$ cat config.mk
export PLATFORM = sky130hd
export DESIGN_NAME = lvc_top
export DESIGN_NICKNAME = d
export VERILOG_FILES = /design/src/lvc_pkg.sv /design/src/lvc_rom.sv /design/src/lvc_top.sv
export VERILOG_INCLUDE_DIRS = /design/src
export SDC_FILE = /design/constraint.sdc
export NUM_CORES = 1
export LEC_CHECK = 0
export ABC_AREA = 1
export BUFFER_PORTS_ARGS = -buffer_cell sky130_fd_sc_hd__buf_2
export CORE_ASPECT_RATIO = 1.2
export CORE_MARGIN = 1
export CORE_UTILIZATION = 30
export DETAILED_ROUTE_END_ITERATION = 8
export PLACE_DENSITY_LB_ADDON = 0.25
export SETUP_SLACK_MARGIN = 0.1
export SYNTH_ARGS = -nofsm -noshare
export SYNTH_HDL_FRONTEND = slang
export SYNTH_HIERARCHICAL = 1
export SYNTH_SLANG_ARGS = --single-unit
$ cat constraint.sdc
create_clock -name core_clk -period 3.95 [get_ports core_clk]
set_input_delay 0.1975 -clock core_clk [delete_from_list [all_inputs] [get_ports core_clk]]
set_output_delay 0.1975 -clock core_clk [all_outputs]
set_load 0.1 [all_outputs]
$ cat src/lvc_cfg.svh
`ifndef LVC_CFG_SVH
`define LVC_CFG_SVH

// field widths
`define LVC_PROG_W      6
`define LVC_COL_W       3
`define LVC_EXT_W       8
`define LVC_CODE_W      9
`define LVC_TRIM_W      5
`define LVC_SUM_W       10
`define LVC_MV_W        14

// look-up table shape
`define LVC_ROM_ROWS    18
`define LVC_ROM_COLS    8
`define LVC_ROM_LAST    6'h11

// reset values
`define LVC_PROG_RST    6'h00
`define LVC_COL_RST     3'h0
`define LVC_EXT_RST     8'h00
`define LVC_CODE_RST    9'h000
`define LVC_TRIM_RST    5'h00
`define LVC_SUM_RST     10'h000

// supply scale at the reference temperature, in mV and degrees C
`define LVC_OFFSET_MV   14'hbb8
`define LVC_STEP_MV     14'h01e
`define LVC_TREF_C      8'h28

// reference entry of the table
`define LVC_REF_PROG    6'h0f
`define LVC_REF_COL     3'h2
`define LVC_REF_CODE    9'h064

`endif

$ cat src/lvc_pkg.sv
`default_nettype none
package lvc_pkg;
   `include "lvc_cfg.svh"

   typedef enum logic {LVC_BASIC, LVC_EXTENDED} lvc_mode_t;

   typedef struct packed {
      logic                   prog_we;
      logic [`LVC_PROG_W-1:0] voltage_program_value;
      logic                   col_we;
      logic [`LVC_COL_W-1:0]  voltage_column_select;
      logic                   ext_we;
      logic [`LVC_EXT_W-1:0]  ext_program_value;
   } lvc_cmd_t;

   typedef struct packed {
      logic [`LVC_TRIM_W-1:0] trim_pad_value;
      logic [`LVC_TRIM_W-1:0] module_trim_calibration;
      logic                   use_calibration;
   } lvc_trim_t;

   typedef struct packed {
      lvc_mode_t              mode;
      logic [`LVC_PROG_W-1:0] prog;
      logic [`LVC_COL_W-1:0]  col;
      logic [`LVC_EXT_W-1:0]  ext;
      logic [`LVC_TRIM_W-1:0] trim;
      logic [`LVC_CODE_W-1:0] code;
      logic [`LVC_SUM_W-1:0]  sum;
      logic [`LVC_MV_W-1:0]   level_mv;
   } lvc_state_t;
endpackage
`default_nettype wire

$ cat src/lvc_rom.sv
`timescale 1ns/10ps
`default_nettype none
`include "lvc_cfg.svh"
module lvc_rom
(
   // table index
   input  wire logic [`LVC_PROG_W-1:0] voltage_program_value,
   input  wire logic [`LVC_COL_W-1:0]  voltage_column_select,
   // converted code
   output logic      [`LVC_CODE_W-1:0] rom_code
);
   import lvc_pkg::*;

   // top column saturates at 256, hence nine bits per entry
   localparam logic [`LVC_CODE_W-1:0] TBL [0:`LVC_ROM_COLS-1][0:`LVC_ROM_ROWS-1] = '{
      '{9'h00d, 9'h00e, 9'h00f, 9'h00f, 9'h010, 9'h011, 9'h012, 9'h013, 9'h013,
        9'h014, 9'h015, 9'h016, 9'h016, 9'h017, 9'h018, 9'h019, 9'h019, 9'h01a},
      '{9'h030, 9'h031, 9'h032, 9'h033, 9'h034, 9'h035, 9'h036, 9'h037, 9'h038,
        9'h039, 9'h03a, 9'h03b, 9'h03c, 9'h03d, 9'h03e, 9'h03f, 9'h040, 9'h041},
      '{9'h052, 9'h053, 9'h054, 9'h056, 9'h057, 9'h058, 9'h059, 9'h05a, 9'h05c,
        9'h05d, 9'h05e, 9'h05f, 9'h061, 9'h062, 9'h063, 9'h064, 9'h066, 9'h067},
      '{9'h074, 9'h076, 9'h077, 9'h079, 9'h07a, 9'h07b, 9'h07d, 9'h07e, 9'h080,
        9'h081, 9'h083, 9'h084, 9'h086, 9'h087, 9'h089, 9'h08a, 9'h08c, 9'h08d},
      '{9'h096, 9'h098, 9'h09a, 9'h09c, 9'h09d, 9'h09f, 9'h0a1, 9'h0a2, 9'h0a4,
        9'h0a6, 9'h0a7, 9'h0a9, 9'h0ab, 9'h0ad, 9'h0ae, 9'h0b0, 9'h0b2, 9'h0b3},
      '{9'h0b9, 9'h0bb, 9'h0bd, 9'h0bf, 9'h0c0, 9'h0c2, 9'h0c4, 9'h0c6, 9'h0c8,
        9'h0ca, 9'h0cc, 9'h0ce, 9'h0d0, 9'h0d2, 9'h0d4, 9'h0d6, 9'h0d8, 9'h0da},
      '{9'h0db, 9'h0dd, 9'h0df, 9'h0e2, 9'h0e4, 9'h0e6, 9'h0e8, 9'h0ea, 9'h0ec,
        9'h0ef, 9'h0f1, 9'h0f3, 9'h0f5, 9'h0f7, 9'h0f9, 9'h0fc, 9'h0fe, 9'h100},
      '{9'h0fd, 9'h100, 9'h100, 9'h100, 9'h100, 9'h100, 9'h100, 9'h100, 9'h100,
        9'h100, 9'h100, 9'h100, 9'h100, 9'h100, 9'h100, 9'h100, 9'h100, 9'h100}
   };

   logic [`LVC_PROG_W-1:0] row;

   // rows past the stored range hold the last stored entry
   always_comb
   begin
      row = voltage_program_value;
      if (row > `LVC_ROM_LAST)
      begin
         row = `LVC_ROM_LAST;
      end
      rom_code = TBL[voltage_column_select][row[4:0]];
   end
endmodule
`default_nettype wire

$ cat src/lvc_top.sv
// Functional notes
// - basic: program and column latched separately
// - extended: one 8-bit value used directly
// - basic: code from fixed table, column by row
// - entry program 15, column 010 gives 100
// - five-bit trim added to the code
// - level is 3 V plus sum times 0.03 V
// - trim from pads or calibration, never both
`timescale 1ns/10ps
`default_nettype none
`include "lvc_cfg.svh"
module lvc_top
(
   // clock and reset
   input  wire logic              core_clk,
   input  wire logic              sys_rst,
   // host commands
   input  wire lvc_pkg::lvc_mode_t command_set,
   input  wire lvc_pkg::lvc_cmd_t  host_cmd,
   // trim sources
   input  wire lvc_pkg::lvc_trim_t trim_src,
   // to the supply generator
   output logic [`LVC_CODE_W-1:0] operating_voltage_code,
   output logic [`LVC_SUM_W-1:0]  display_supply_code,
   output logic [`LVC_MV_W-1:0]   display_supply_level
);
   import lvc_pkg::*;

   lvc_state_t             st_r;
   lvc_state_t             st_nxt;
   logic [`LVC_CODE_W-1:0] rom_code;

   // millivolts at the reference temperature for a given summed code
   function automatic logic [`LVC_MV_W-1:0] level_of(input logic [`LVC_SUM_W-1:0] s);
      logic [`LVC_MV_W-1:0] prod;
      prod = `LVC_MV_W'(s) * `LVC_STEP_MV;
      return `LVC_OFFSET_MV + prod;
   endfunction

   // zero-extend both operands before adding so nothing wraps
   function automatic logic [`LVC_SUM_W-1:0] add_trim(input logic [`LVC_CODE_W-1:0] c,
                                                     input logic [`LVC_TRIM_W-1:0] t);
      return `LVC_SUM_W'(c) + `LVC_SUM_W'(t);
   endfunction

   lvc_rom u_rom
   (
      .voltage_program_value (st_r.prog),
      .voltage_column_select (st_r.col),
      .rom_code              (rom_code)
   );

   always_comb
   begin
      st_nxt      = st_r;
      st_nxt.mode = command_set;
      // each basic command touches only its own field
      if (host_cmd.prog_we)
      begin
         st_nxt.prog = host_cmd.voltage_program_value;
      end
      if (host_cmd.col_we)
      begin
         st_nxt.col = host_cmd.voltage_column_select;
      end
      if (host_cmd.ext_we)
      begin
         st_nxt.ext = host_cmd.ext_program_value;
      end
      // one source only; calibration overrides the pads
      if (trim_src.use_calibration)
      begin
         st_nxt.trim = trim_src.module_trim_calibration;
      end
      else
      begin
         st_nxt.trim = trim_src.trim_pad_value;
      end
      case (st_r.mode)
         LVC_BASIC:
         begin
            st_nxt.code = rom_code;
         end
         LVC_EXTENDED:
         begin
            st_nxt.code = `LVC_CODE_W'(st_r.ext);
         end
         default:
         begin
            st_nxt.code = rom_code;
         end
      endcase
      st_nxt.sum      = add_trim(st_r.code, st_r.trim);
      st_nxt.level_mv = level_of(st_r.sum);
   end

   always_ff @(posedge core_clk)
   begin
      if (sys_rst)
      begin
         st_r.mode     <= LVC_BASIC;
         st_r.prog     <= `LVC_PROG_RST;
         st_r.col      <= `LVC_COL_RST;
         st_r.ext      <= `LVC_EXT_RST;
         st_r.trim     <= `LVC_TRIM_RST;
         st_r.code     <= `LVC_CODE_RST;
         st_r.sum      <= `LVC_SUM_RST;
         st_r.level_mv <= `LVC_OFFSET_MV;
      end
      else
      begin
         st_r <= st_nxt;
      end
   end

   assign operating_voltage_code = st_r.code;
   assign display_supply_code    = st_r.sum;
   assign display_supply_level   = st_r.level_mv;
endmodule
`default_nettype wire

==> results.json <==
{
  "power.net_switching_mw": 1.39,
  "drtIter0Drc": 354,
  "crit_type": "reg2reg",
  "tightest_slew_ns": 0.910,
  "leakage_nw": 2.84,
  "synth-edff-count": 0,
  "worstReg2RegStart": "display_supply_code[1]",
  "clockRootBuffer": "clkbuf_16",
  "tns_ns": 0,
  "seqPwrFrac_pct": 25.7,
  "clockBufferDepth": 2,
  "num_io_pins": 67,
  "vdd_ir_drop_max_uv": 233,
  "h-tree-depth": 2,
  "p_comb_share_pct": 57.5,
  "syn_inst": 755,
  "start_util_pct": 30.8,
  "finalMaxSlewViolations": 0,
  "synthArstFlopShare_pct": 0,
  "timing.final.crit_share_pct": 84.2,
  "grt-ovfl-total": 0,
  "core_area_um2": 15700,
  "reg2reg_to": "display_supply_level[13]",
  "critPathRequiredTime_ns": 4.14,
  "yosysSeqAreaShare_pct": 22.8,
  "switching_share_pct": 52.3,
  "cts_buffers": 5,
  "antenna_found_initial": 0,
  "start_kind": "register",
  "fillers": 1781,
  "postCtsSetupRepairBufs": 0,
  "cp_cell_sequence": "fa_1 -> xnor2_1 -> inv_1 -> ha_1 -> or2_2 -> ha_1 -> nand2_1 -> nand2_1 -> nand2_1 -> nand2_1 -> nand2_1 -> nand3_1 -> or2_1 -> nand2_1 -> inv_1 -> a21oi_1 -> nor2_1",
  "yosysWarningCount": 6,
  "finalSetupViolations": 0,
  "wl_um": 13100,
  "global_route.usage.met1_pct": 18.3,
  "cp_slowest_cell": "fa_1",
  "min_from": "command_set",
  "drive_gt1_share_pct": 12.9,
  "final_antenna_net_count": 0,
  "cts.clk_slew.worst_paths_ns": 0.07,
  "clk_latency_ns": 0.30,
  "syn_nets": 836,
  "busiest_layer": "met2",
  "dr.pass1.iters": 5,
  "p_int_mw": 1.26,
  "slew_headroom_pct": 39.3,
  "max_stage_delay_ns": 0.47,
  "place_hpwl_um": 10100,
  "hold_viol": 0,
  "outcome": "finished clean",
  "drc": 0,
  "ys_ff_latch": 55,
  "reg2reg_slack_ns": 0.62,
  "crit_buf_inv": 2,
  "period_minus_slack_ns": 3.33,
  "max_freq_ghz": 0.301,
  "r2r_cells": 17,
  "hp-class": "in2reg",
  "holdPathStages": 3,
  "portBuffers": 65,
  "nNetsFinal": 859,
  "hold_buffers": 0,
  "syn_to_final_growth_pct": 8.28,
  "end_kind": "register",
  "grt_pass1_vias": 4541,
  "via_per_inst": 4.73,
  "arrival_ns": 3.52,
  "p_per_area_nw_per_um2": 507,
  "avgSynthCellArea_um2": 6.41,
  "rsz0062_at_grt": "no",
  "post-route-util_pct": 33.3,
  "crit_family": "simple AND/OR/NAND/NOR gates",
  "die-area_um2": 16600,
  "ys_types": 42,
  "antennaDiodeCount": 0,
  "rows": 50,
  "clock_skew_ns": 0.00663,
  "synth_ff_type": "dfxtp_1",
  "die_h_um": 141,
  "wl_per_cell_um": 13.3,
  "cts_tree": "done",
  "power.clock.fraction_pct": 16.9,
  "track_usage_pct": 16.6,
  "use_met3_pct": 2.55,
  "crit_path_max_fanout": 6,
  "holdPathEnd": "st_r[55]",
  "globalplace.congestion": 0.905,
  "chipWidth_um": 118,
  "cts_resized": 0,
  "cts.sinks": 55,
  "vias": 4665,
  "netlist_area_um2": 4840,
  "grt_pass1_wl_um": 21900,
  "crit_path_frequent_cell": "nand2_1",
  "drv_cap": 0,
  "met2_usage_pct": 30.5,
  "grt_max_degree": 30
}
## metrics by stage
| stage | power (mW) | worst slack (ns) | cells | hold WS, ns | cell area (um^2) |
|---|---|---|---|---|---|
| floorplan | 2.04 | 0.952 | 755 | 0.297 | 4840 |
| global placement | 2.22 | 0.743 | 979 | 0.416 | 5090 |
| detailed placement | 2.22 | 0.669 | 979 | 0.405 | 5090 |
| CTS | 2.68 | 0.642 | 986 | 0.0843 | 5240 |
| global route | 2.87 | 0.242 | 986 | 0.101 | 5240 |
| finish | 2.65 | 0.624 | 986 | 0.0976 | 5240 |
## state kept, by name (all words and copies together), names as in the netlist
signal	count
display_supply_code	10
display_supply_level	13
operating_voltage_code	9
st_r	23
## metal layers
metal / part of all wire [%] / vias to the layer above
li1: - / 2394
met1: 40 / 2081
met2: 51 / 147
met3: 4.9 / 43
met4: 4.2 / 0
met5: 0 / -
## worst max path at each step
stage | start | end | slack (ns) | cells past startpoint
final | display_supply_code[1] | display_supply_level[13] | 0.62 | 17
after global routing | display_supply_code[1] | display_supply_level[12] | 0.24 | 17
after CTS | display_supply_code[1] | display_supply_level[13] | 0.64 | 17
after detailed placement | display_supply_code[1] | display_supply_level[13] | 0.67 | 17
after global placement | display_supply_code[0] | display_supply_level[13] | 0.74 | 17
after floorplan | display_supply_code[0] | display_supply_level[13] | 0.95 | 17
## cell usage in the layout, fill, tap and decap left out, types with 2 or more instances in the layout
cell type	synthesis	final
inv_1	99	99
nand3_2	2	2
nor2_2	3	3
nor2_1	94	94
buf_4	35	5
a31oi_1	3	3
nand2_1	195	195
o21ai_0	57	57
nand2_2	7	7
nor2_4	2	2
nand3_1	54	54
clkinv_1	2	2
clkbuf_16	0	5
buf_2	6	65
o21a_1	2	2
ha_1	30	30
nand4_1	20	20
xnor2_1	3	3
dfxtp_1	55	55
xor2_1	2	2
nand3b_1	2	2
inv_2	3	3
fa_1	17	17
o21ai_1	5	5
a21oi_1	28	28
## synth_stat cells, types with 2 or more instances
cell type,instances,share of area (%)
buf_4,35,5.4
inv_2,3,0.23
buf_6,3,0.70
nor2_4,2,0.47
buf_2,6,0.62
nor2_1,94,7.3
fa_1,17,7.0
ha_1,30,7.8
nor2_2,3,0.39
xor2_1,2,0.36
nand3_1,54,5.6
a21oi_1,28,2.9
o21ai_0,57,5.9
a31oi_1,3,0.39
xnor2_1,3,0.54
clkbuf_1,10,0.78
clkinv_1,2,0.16
nand2_2,7,0.91
nand3_2,2,0.41
nand3b_1,2,0.31
nand2_1,195,15
o21ai_1,5,0.52
nand4_1,20,2.6
o21a_1,2,0.31
dfxtp_1,55,23
inv_1,99,7.7
## final cells by class
class / instances / area [um^2] / share of cell area (%)
clock inverter: 2 / 16.3 / 0.311
sequential: 55 / 1100 / 21.0
inverter: 105 / 397 / 7.57
multi-input combinational: 541 / 2970 / 56.8
clock buffer: 5 / 125 / 2.39
timing repair buffer: 70 / 363 / 6.93
tap: 208 / 260 / 4.97
## worst reg2reg max path: cells and delay by family, from the launching register on
family / cells / cell delay (ns)
buf+inv: 2 / 0.18
flops: 1 / 0.41
simple gates: 10 / 1.16
fa+ha+maj: 3 / 1.02
compound gates: 1 / 0.15
xor+xnor: 1 / 0.31
## logic make-up after synthesis
| group | share of synthesized area, % |
|---|---|
| compound gates | 11.0 |
| xor+xnor | 1.24 |
| fa+ha+maj | 14.8 |
| buf+inv | 15.7 |
| flops | 22.8 |
| other cells | 0.0775 |
| simple gates | 34.4 |
## power groups by stage
stage	sequential, mW	clock, mW	combinational, mW
floorplan	0.683	0	1.35
global placement	0.695	0	1.53
detailed placement	0.695	0	1.52
CTS	0.682	0.467	1.53
global route	0.690	0.481	1.70
finish	0.681	0.447	1.52
No activity file was read; power rests on OpenSTA's default activity.
